<file path="src/pmr_pkg.sv">
// Behaviour
// RULE1: after logic supply start-up every spi register returns to its default
// RULE2: spi port and daisy chain work whenever logic supply is present, ignoring switch supply
// RULE3: first frame after any reset returns the output request register, error flag set
// RULE4: stand-by entered when mux select is default and channel 5 not on
// RULE5: entering stand-by clears all channel over-temperature latches; code keeps set a latch whose event is present at entry
// RULE6: stand-by flag is set the moment stand-by is entered
// RULE7: controller wakes the device by writing a non-default mux select
// RULE8: limp-home input wakes the device; each output then follows its own pin
// RULE9: crank latch of channel 5 is inoperative during limp-home
// RULE10: crank latch enable resets to one, latch mode active
// RULE11: in latch mode pin or request bit sets latch; channel stays on until cleared
// RULE12: controller releases latch by idling pin and request, then writing enable zero
// RULE13: present channel 5 on or off state readable in a status bit
// RULE14: no stand-by entry while channel 5 is on
// RULE15: every reset restores spi registers and error flags, power stages untouched
// RULE16: power-on reset released once logic supply reaches its minimum level
// RULE17: writing one to soft reset command acts like power-on reset
// RULE18: controller waits wake-up or transfer delay time after reset before access
// RULE19: in limp-home writable registers reset, writes ignored, reads still served
// RULE20: stand-by flag cleared as soon as a wake-up event leaves stand-by
package pmr_pkg;
    localparam int NUM_CH = 6;
    localparam int CRANK_CH = 5;
    localparam int FRAME_BITS = 16;
    // frame layout
    localparam int FRM_WR_BIT = 15;
    localparam int FRM_TER_BIT = 15;
    localparam int FRM_ADDR_MSB = 14;
    localparam int FRM_ADDR_LSB = 12;
    localparam int FRM_DATA_MSB = 7;
    // register addresses
    localparam logic [2:0] ADDR_OUT = 3'h0;
    localparam logic [2:0] ADDR_DCR = 3'h1;
    localparam logic [2:0] ADDR_HWCR = 3'h2;
    localparam logic [2:0] ADDR_STAT = 3'h3;
    // control and status register field positions
    localparam int HWCR_CTL_BIT = 0;
    localparam int SOFT_RESET_COMMAND_BIT = 1;
    localparam int STANDBY_FLAG_BIT = 1;
    localparam int CRANK_LATCH_ENABLE_BIT = 2;
    localparam int CH5_STATE_FLAG_BIT = 3;
    localparam int STAT_LHI_BIT = 0;
    // reset values
    localparam logic [5:0] OUT_RST = 6'h00;
    localparam logic [2:0] MUX_STANDBY = 3'h7;
    localparam logic LCH_RST = 1'b1;
    localparam logic CTL_RST = 1'b0;
    typedef logic [FRAME_BITS-1:0] pmr_word_t;
endpackage

</file>
<file path="src/pmr_link_if.sv">
`timescale 1ns/1ns
interface pmr_link_if;
    import pmr_pkg::*;
    logic frame_done;
    logic frame_ok;
    pmr_word_t rx_word;
    pmr_word_t tx_word;
    modport shifter (
        output frame_done,
        output frame_ok,
        output rx_word,
        input tx_word
    );
    modport core (
        input frame_done,
        input frame_ok,
        input rx_word,
        output tx_word
    );
endinterface

</file>
<file path="src/pmr_spi_shift.sv">
`timescale 1ns/1ns
module pmr_spi_shift #(
    parameter int FRAME_W = pmr_pkg::FRAME_BITS
) (
    input wire logic core_clk_in,  // system clock
    input wire logic srst_in,  // sync reset
    input wire logic cs_n_in,  // chip select pin
    input wire logic sclk_in,  // serial clock pin
    input wire logic si_in,  // serial data in pin
    output logic so_out,  // serial data out
    output logic so_oe_out,  // so drive enable
    pmr_link_if.shifter link  // word side
);
    import pmr_pkg::*;

    localparam int CW = $clog2(FRAME_W + 1);

    if (FRAME_W != FRAME_BITS) begin : g_chk
        $error("frame width must match the frame layout");
    end

    logic [2:0] cs_sync_q;
    logic [2:0] sclk_sync_q;
    logic [1:0] si_sync_q;
    logic [FRAME_W-1:0] shreg_q;
    logic [CW-1:0] cnt_q;
    logic so_q;
    logic done_q;
    logic ok_q;
    pmr_word_t rx_q;
    logic cs_fall;
    logic cs_rise;
    logic sclk_rise;
    logic sclk_fall;
    logic active;

    always_ff @(posedge core_clk_in) begin
        if (srst_in) begin
            cs_sync_q <= 3'h7;
            sclk_sync_q <= 3'h0;
            si_sync_q <= 2'h0;
        end else begin
            cs_sync_q <= {cs_sync_q[1:0], cs_n_in};
            sclk_sync_q <= {sclk_sync_q[1:0], sclk_in};
            si_sync_q <= {si_sync_q[0], si_in};
        end
    end

    assign active = ~cs_sync_q[1];
    assign cs_fall = cs_sync_q[2] & ~cs_sync_q[1];
    assign cs_rise = ~cs_sync_q[2] & cs_sync_q[1];
    assign sclk_rise = active & ~sclk_sync_q[2] & sclk_sync_q[1];
    assign sclk_fall = active & sclk_sync_q[2] & ~sclk_sync_q[1];

    // shift register doubles as daisy chain path
    always_ff @(posedge core_clk_in) begin
        if (srst_in) begin
            shreg_q <= '0;
            cnt_q <= '0;
        end else if (cs_fall) begin
            shreg_q <= link.tx_word;
            cnt_q <= '0;
        end else if (sclk_rise) begin
            shreg_q <= {shreg_q[FRAME_W-2:0], si_sync_q[1]};
            if (cnt_q != CW'(FRAME_W + 1)) begin
                cnt_q <= cnt_q + CW'(1);
            end
        end
    end

    always_ff @(posedge core_clk_in) begin
        if (srst_in) begin
            so_q <= 1'b0;
        end else if (cs_fall) begin
            so_q <= link.tx_word[FRAME_W-1];
        end else if (sclk_fall) begin
            so_q <= shreg_q[FRAME_W-1];
        end
    end

    always_ff @(posedge core_clk_in) begin
        if (srst_in) begin
            done_q <= 1'b0;
            ok_q <= 1'b0;
            rx_q <= '0;
        end else begin
            done_q <= cs_rise;
            if (cs_rise) begin
                ok_q <= (cnt_q == CW'(FRAME_W));
                rx_q <= shreg_q;
            end
        end
    end

    assign so_out = so_q;
    assign so_oe_out = active;
    assign link.frame_done = done_q;
    assign link.frame_ok = ok_q;
    assign link.rx_word = rx_q;
endmodule

</file>
<file path="src/pmr_power_ctrl.sv">
`timescale 1ns/1ns
module pmr_power_ctrl #(
    parameter int CH = pmr_pkg::NUM_CH
) (
    input wire logic core_clk_in,  // system clock, 50 MHz
    input wire logic srst_in,  // logic supply power-on reset
    input wire logic pstage_rst_in,  // switch supply reset of power stages
    input wire logic spi_cs_n_in,  // spi chip select, low active
    input wire logic spi_sclk_in,  // spi clock
    input wire logic spi_si_in,  // spi serial in
    output logic spi_so_out,  // spi serial out
    output logic spi_so_oe_out,  // spi out drive enable
    input wire logic limp_home_input_in,  // limp-home pin
    input wire logic [CH-1:0] channel_input_pins_in,  // direct input pins
    input wire logic [CH-1:0] overtemp_in,  // over-temperature events
    output logic [CH-1:0] channel_outputs_out,  // power stage gate commands
    output logic standby_flag_out,  // device in stand-by
    output logic ch5_state_flag_out,  // channel 5 on
    output logic crank_latch_enable_out,  // latch mode enabled
    output logic [2:0] sense_mux_select_out,  // sense mux select
    output logic limp_home_active_out,  // limp-home active
    output logic transfer_error_flag_out  // transfer error flag
);
    import pmr_pkg::*;

    if (CH != NUM_CH || CRANK_CH >= CH) begin : g_chk
        $error("channel count must match the register layout");
    end

    if (CH > FRM_DATA_MSB + 1) begin : g_req_chk
        $error("output requests must fit the data byte");
    end

    if (CH5_STATE_FLAG_BIT > FRM_DATA_MSB || STAT_LHI_BIT > FRM_DATA_MSB) begin : g_fld_chk
        $error("status bits must fit the data byte");
    end

    pmr_link_if link ();

    // spi runs on logic supply alone
    pmr_spi_shift #(
        .FRAME_W(FRAME_BITS)
    ) u_spi (
        .core_clk_in(core_clk_in),
        .srst_in(srst_in),  // RULE2
        .cs_n_in(spi_cs_n_in),
        .sclk_in(spi_sclk_in),
        .si_in(spi_si_in),
        .so_out(spi_so_out),
        .so_oe_out(spi_so_oe_out),
        .link(link.shifter)
    );

    function automatic logic [2:0] frame_addr(input pmr_word_t w);
        frame_addr = w[FRM_ADDR_MSB:FRM_ADDR_LSB];
    endfunction

    // write strobe for one register address
    function automatic logic wr_hit(input logic ok, input logic [2:0] a, input logic [2:0] sel);
        wr_hit = ok & (a == sel);
    endfunction

    // reply word: error flag, echoed address, data byte
    function automatic pmr_word_t reply_word(input logic err, input logic [2:0] a,
            input logic [FRM_DATA_MSB:0] d);
        reply_word = '0;
        reply_word[FRM_TER_BIT] = err;
        reply_word[FRM_ADDR_MSB:FRM_ADDR_LSB] = a;
        reply_word[FRM_DATA_MSB:0] = d;
    endfunction

    // pin synchronisers
    logic [1:0] limp_sync_q;
    logic [CH-1:0] pin_s1_q;
    logic [CH-1:0] pin_s2_q;
    logic [CH-1:0] ot_s1_q;
    logic [CH-1:0] ot_s2_q;

    // stage-side syncs follow the switch supply only, not spi resets
    always_ff @(posedge core_clk_in) begin
        if (pstage_rst_in) begin
            limp_sync_q <= 2'h0;
        end else begin
            limp_sync_q <= {limp_sync_q[0], limp_home_input_in};
        end
    end

    always_ff @(posedge core_clk_in) begin
        if (pstage_rst_in) begin
            pin_s1_q <= '0;
            pin_s2_q <= '0;
        end else begin
            pin_s1_q <= channel_input_pins_in;
            pin_s2_q <= pin_s1_q;  // RULE15
        end
    end

    always_ff @(posedge core_clk_in) begin
        if (pstage_rst_in) begin
            ot_s1_q <= '0;
            ot_s2_q <= '0;
        end else begin
            ot_s1_q <= overtemp_in;
            ot_s2_q <= ot_s1_q;
        end
    end

    logic limp;
    assign limp = limp_sync_q[1];

    // register bank
    logic [CH-1:0] out_req_q;
    logic [2:0] mux_q;
    logic lch_q;
    logic ctl_q;
    logic soft_rst_q;
    logic ter_q;
    logic [2:0] rd_addr_q;
    pmr_word_t tx_q;
    logic rst_any;
    logic wr_ok;
    logic [2:0] wr_addr;
    logic [FRM_DATA_MSB:0] wr_data;

    assign rst_any = srst_in | soft_rst_q;  // RULE1 RULE16 RULE17
    assign wr_addr = frame_addr(link.rx_word);
    assign wr_data = link.rx_word[FRM_DATA_MSB:0];
    // writes dropped in limp-home
    assign wr_ok = link.frame_done & link.frame_ok & link.rx_word[FRM_WR_BIT]
        & ~limp;  // RULE19

    // writable registers held at defaults through limp-home
    always_ff @(posedge core_clk_in) begin
        if (rst_any | limp) begin
            out_req_q <= OUT_RST;  // RULE15 RULE19
        end else if (wr_hit(wr_ok, wr_addr, ADDR_OUT)) begin
            out_req_q <= wr_data[CH-1:0];
        end
    end

    always_ff @(posedge core_clk_in) begin
        if (rst_any | limp) begin
            mux_q <= MUX_STANDBY;
        end else if (wr_hit(wr_ok, wr_addr, ADDR_DCR)) begin
            mux_q <= wr_data[2:0];  // RULE7
        end
    end

    always_ff @(posedge core_clk_in) begin
        if (rst_any | limp) begin
            lch_q <= LCH_RST;  // RULE10
            ctl_q <= CTL_RST;
        end else if (wr_hit(wr_ok, wr_addr, ADDR_HWCR)) begin
            lch_q <= wr_data[CRANK_LATCH_ENABLE_BIT];
            ctl_q <= wr_data[HWCR_CTL_BIT];
        end
    end

    // one-cycle soft reset pulse
    always_ff @(posedge core_clk_in) begin
        if (rst_any) begin
            soft_rst_q <= 1'b0;
        end else begin
            soft_rst_q <= wr_hit(wr_ok, wr_addr, ADDR_HWCR) & wr_data[SOFT_RESET_COMMAND_BIT];  // RULE17
        end
    end

    // error flag: reset or bad frame sets, good frame clears; set wins
    always_ff @(posedge core_clk_in) begin
        if (rst_any) begin
            ter_q <= 1'b1;  // RULE3 RULE15
        end else if (link.frame_done & ~link.frame_ok) begin
            ter_q <= 1'b1;
        end else if (link.frame_done) begin
            ter_q <= 1'b0;
        end
    end

    // address whose contents the next frame returns
    always_ff @(posedge core_clk_in) begin
        if (rst_any) begin
            rd_addr_q <= ADDR_OUT;  // RULE3
        end else if (link.frame_done & link.frame_ok) begin
            rd_addr_q <= wr_addr;
        end
    end

    // power stage side, untouched by spi resets
    logic [CH-1:0] ot_latch_q;
    logic crank_q;
    logic standby_q;
    logic [CH-1:0] ch_on_q;
    logic [CH-1:0] ch_req;
    logic [CH-1:0] ch_on_d;
    logic ch5_on;
    logic stb_cond;
    logic stb_entry;
    logic [CH-1:0] ot_block;

    // limp-home: pins only
    assign ch_req = limp ? pin_s2_q : (pin_s2_q | out_req_q);  // RULE8

    // crank latch: set in latch mode, cleared in limp-home or when idle and unlatched
    always_ff @(posedge core_clk_in) begin
        if (pstage_rst_in) begin
            crank_q <= 1'b0;
        end else if (limp) begin
            crank_q <= 1'b0;  // RULE9
        end else if (lch_q & ch_req[CRANK_CH]) begin
            crank_q <= 1'b1;  // RULE11
        end else if (~lch_q & ~ch_req[CRANK_CH]) begin
            crank_q <= 1'b0;  // RULE12
        end
    end

    // a fresh event blocks a stage before its latch is set
    assign ot_block = ot_latch_q | ot_s2_q;

    always_comb begin
        ch_on_d = ch_req & ~ot_block;
        // latched channel stays on until cleared
        ch_on_d[CRANK_CH] = crank_q
            | (ch_req[CRANK_CH] & ~ot_block[CRANK_CH]);  // RULE11
    end

    always_ff @(posedge core_clk_in) begin
        if (pstage_rst_in) begin
            ch_on_q <= '0;
        end else begin
            ch_on_q <= ch_on_d;  // RULE15
        end
    end

    assign ch5_on = ch_on_q[CRANK_CH];
    assign stb_cond = (mux_q == MUX_STANDBY) & ~ch5_on & ~limp;  // RULE4 RULE14
    assign stb_entry = stb_cond & ~standby_q;

    // stand-by follows the mux default while channel 5 and limp-home are off

    always_ff @(posedge core_clk_in) begin
        if (pstage_rst_in) begin
            standby_q <= 1'b0;
        end else if (stb_cond) begin
            standby_q <= 1'b1;  // RULE6
        end else begin
            standby_q <= 1'b0;  // RULE20
        end
    end

    // new event wins over the stand-by clear
    always_ff @(posedge core_clk_in) begin
        if (pstage_rst_in) begin
            ot_latch_q <= '0;
        end else if (stb_entry) begin
            ot_latch_q <= ot_s2_q;  // RULE5
        end else begin
            ot_latch_q <= ot_latch_q | ot_s2_q;
        end
    end

    // read data for the next frame
    logic [FRM_DATA_MSB:0] rd_data;

    always_comb begin
        rd_data = '0;
        case (rd_addr_q)
            ADDR_OUT: begin
                rd_data[CH-1:0] = out_req_q;
            end
            ADDR_DCR: begin
                rd_data[2:0] = mux_q;
            end
            ADDR_HWCR: begin
                rd_data[HWCR_CTL_BIT] = ctl_q;
                rd_data[STANDBY_FLAG_BIT] = standby_q;
                rd_data[CRANK_LATCH_ENABLE_BIT] = lch_q;
                rd_data[CH5_STATE_FLAG_BIT] = ch5_on;  // RULE13
            end
            ADDR_STAT: begin
                rd_data[STAT_LHI_BIT] = limp;  // RULE19
            end
            default: begin
                rd_data = '0;
            end
        endcase
    end

    always_ff @(posedge core_clk_in) begin
        if (srst_in) begin
            tx_q <= '0;
        end else begin
            // refreshed every cycle so a frame start sees current status
            tx_q <= reply_word(ter_q, rd_addr_q, rd_data);  // RULE3
        end
    end

    assign link.tx_word = tx_q;

    assign channel_outputs_out = ch_on_q;
    assign standby_flag_out = standby_q;
    assign ch5_state_flag_out = ch5_on;
    assign crank_latch_enable_out = lch_q;
    assign sense_mux_select_out = mux_q;
    assign limp_home_active_out = limp;
    assign transfer_error_flag_out = ter_q;
endmodule

</file>
<file path="config.mk">
export PLATFORM = sky130hd
export DESIGN_NAME = pmr_power_ctrl
export DESIGN_NICKNAME = d
export VERILOG_FILES = /design/src/pmr_pkg.sv /design/src/pmr_link_if.sv /design/src/pmr_spi_shift.sv /design/src/pmr_power_ctrl.sv
export SDC_FILE = /design/constraint.sdc
export NUM_CORES = 1
export LEC_CHECK = 0
export ABC_AREA = 1
export BUFFER_PORTS_ARGS = -buffer_cell sky130_fd_sc_hd__buf_2
export CORE_MARGIN = 5
export CORE_UTILIZATION = 53
export DETAILED_ROUTE_END_ITERATION = 7
export GPL_TIMING_DRIVEN = 0
export PLACE_DENSITY = 0.8
export SLEW_MARGIN = 20
export SYNTH_ARGS = -nofsm -noshare
export SYNTH_HDL_FRONTEND = slang
export SYNTH_HIERARCHICAL = 1
export SYNTH_SLANG_ARGS = --single-unit
</file>
<file path="constraint.sdc">
create_clock -name core_clk_in -period 1.3 [get_ports core_clk_in]
set_clock_uncertainty 0.2 [all_clocks]
set_input_delay 0.13 -clock core_clk_in [delete_from_list [all_inputs] [get_ports core_clk_in]]
set_output_delay 0.13 -clock core_clk_in [all_outputs]
set_load 0.005 [all_outputs]
</file>
==> results.json <==
{
  "die_x_um": 98.0,
  "required_ns": 1.42,
  "cap_violations": 0,
  "initial_core_util_pct": 53.6,
  "overflow": 0,
  "drtAntennaViolNets": 0,
  "nets": 648,
  "p_leak_uw": 0.00234,
  "drt-vias-per-instance": 5.05,
  "wl_per_cell_um": 13.6,
  "setup_ws_ns": -0.0892,
  "holdPathEnd": "link.tx_word[12]",
  "numClockSinks": 108,
  "worst-setup-path-type": "flop to flop",
  "grt_pass1_vias": 3494,
  "r2r-end": "u_spi/cnt_q[4]",
  "stdcell_area_mm2": 0.00519,
  "grt_max_degree": 23,
  "drcViolationCount": 0,
  "drtIter0Drc": 304,
  "violations": "hold timing, setup timing",
  "cts_tree": "built",
  "drt_pass1_iterations": 6,
  "vias": 3696,
  "holdWs_ns": -0.140,
  "instances_no_fill": 732,
  "cts_buffers": 9,
  "reg2reg_from": "u_spi/cnt_q[0]",
  "rsz0062_at_grt": "yes",
  "yosys_warnings": 6,
  "area_growth_pct": 26.6,
  "worstHoldStart": "srst_in",
  "place_congestion": 0.884,
  "clk_pin_slew_ns": 0.12,
  "cpMaxStageDelayCell": "dfxtp_4",
  "arrival_ns": 1.51,
  "min_path_type": "input port to flop",
  "grt_pass1_wl_mm": 16.0,
  "die-area_mm2": 0.00960,
  "htree_levels": 3,
  "status": "complete, but fails checks",
  "cts_hold_buf": 19,
  "num_io_pins": 35,
  "min_period_over_period_pct": 107,
  "place.port_buffers": 33,
  "place_ws_ns": -0.204,
  "synth_area_mm2": 0.00410,
  "rr_worst_depth": 7,
  "crit_fanout": 6,
  "dpl.hpwl_mm": 6.44,
  "hold_depth": 2,
  "cp-end-kind": "flop",
  "grt_use_total_pct": 20.7,
  "r2r_slack_ns": -0.09,
  "clock_latency_ns": 0.39,
  "fmax_mhz": 720,
  "syn_area_per_cell_um2": 7.59,
  "wl_mm": 9.99,
  "timing_hold_violations_final": 6,
  "die_h_um": 98.0,
  "ctsRootBufferMaster": "clkbuf_8",
  "core.rowCount": 32,
  "setup_violations": 39,
  "antenna_cells": 0,
  "period_needed_ns": 1.39,
  "place_inst": 680,
  "syn-instance-count": 540,
  "cpMostUsedCell": "nand2_4",
  "clock_path_buffers": 2,
  "placed_area_mm2": 0.00441,
  "antenna_found_initial": 0,
  "drive_gt1_share_pct": 22.5,
  "crit_path_start_kind": "flop",
  "core_mm2": 0.00765,
  "finalMaxSlewViolations": 0,
  "p_per_area_mw_per_mm2": 1170,
  "cpPeakStageDelay_ns": 0.43,
  "path_cells": "ha_4 -> nand2_4 -> inv_1 -> nand2_2 -> nand2_4 -> nand2_1 -> a21oi_2",
  "vdd_drop_max_mv": 0.708
}
==> area by class of cell <==
type / count / area, um^2
Tap cell: 102 / 128
Fill cell: 584 / 2450
Clock inverter: 7 / 88.8
Multi-Input combinational cell: 346 / 1720
Timing Repair Buffer: 69 / 497
Sequential cell: 108 / 2200
Inverter: 72 / 288
Clock buffer: 9 / 124
Buffer: 19 / 149
==> state kept, by name, indices dropped and copies added, names as in the netlist, 5 cells and up <==
register and count:
link.tx_word 10, ot_s2_q 6, pin_s2_q 6, ot_s1_q 6
u_spi/link.rx_word 10, ot_latch_q 6, out_req_q 6, u_spi/cnt_q 5
u_spi/shreg_q 16, pin_s1_q 6, channel_outputs_out 6
==> metrics by stage <==
step                      utilization, %  power, uW  TNS (ns)
final                               67.9       6070     -1.10
after global routing                67.9       6310     -3.91
after CTS                           66.2       6050    -0.988
after detailed placement            57.7       3930     -3.05
after global placement              57.7       3900     -1.08
after floorplan                        -       3800  -0.00119
==> layout by cell type (no fill, tap or decap), drive strengths merged <==
cell type / count
o211ai: 1
a211oi: 1
nor3: 4
nor4: 5
inv: 76
nand3: 48
buf: 64
o21bai: 1
nand4: 6
nand2: 105
clkbuf: 14
a21oi: 20
conb: 6
dfxtp: 108
ha: 4
nor2: 126
dlygate4sd3: 19
or2: 2
o21ai: 17
clkinv: 3
==> layer usage <==
| layer | vias up | share of wire [%] | global-route usage (%) |
|---|---|---|---|
| met5 | - | 0 | 0 |
| met4 | 0 | 1.4 | 6.92 |
| met3 | 15 | 6.0 | 5.36 |
| met2 | 126 | 51 | 35.9 |
| met1 | 1720 | 41 | 24.9 |
| li1 | 1835 | - | - |
==> where the power goes <==
part	total (uW)	leakage (uW)	internal, uW	switching (uW)
Clock	2110	0.000107	786	1320
Sequential	3480	0.000885	3410	72.8
Combinational	488	0.00135	217	271
Total	6070	0.00234	4410	1660
==> worst max path at each step <==
stage / from / to
2_1_floorplan: u_spi/cnt_q[1] / u_spi/cnt_q[1]
3_3_place_gp: sense_mux_select_out[0] / ot_latch_q[5]
3_5_place_dp: u_spi/cnt_q[1] / u_spi/cnt_q[4]
4_1_cts: limp_sync_q[1] / crank_q
5_1_grt: limp_sync_q[1] / out_req_q[5]
6_report: u_spi/cnt_q[0] / u_spi/cnt_q[4]
==> critical path, delay by kind of cell (launching register included) <==
family | cells | cell delay (ns)
AO/OA/AOI/OAI | 1 | 0.14
adder cells (fa/ha/maj) | 1 | 0.16
buffers and inverters | 1 | 0.08
flip-flops | 1 | 0.43
AND/OR/NAND/NOR | 4 | 0.31
==> timing repair <==
action | CTS | global route
setup endpoints to repair | 51 | 60
gates cloned | 3 | 1
setup buffers | 9 | 4
pin swaps | 10 | 14
gates resized for setup | 50 | 34
hold endpoints to repair | 48 | 6
Note: power is estimated with default switching activity, not from simulation.
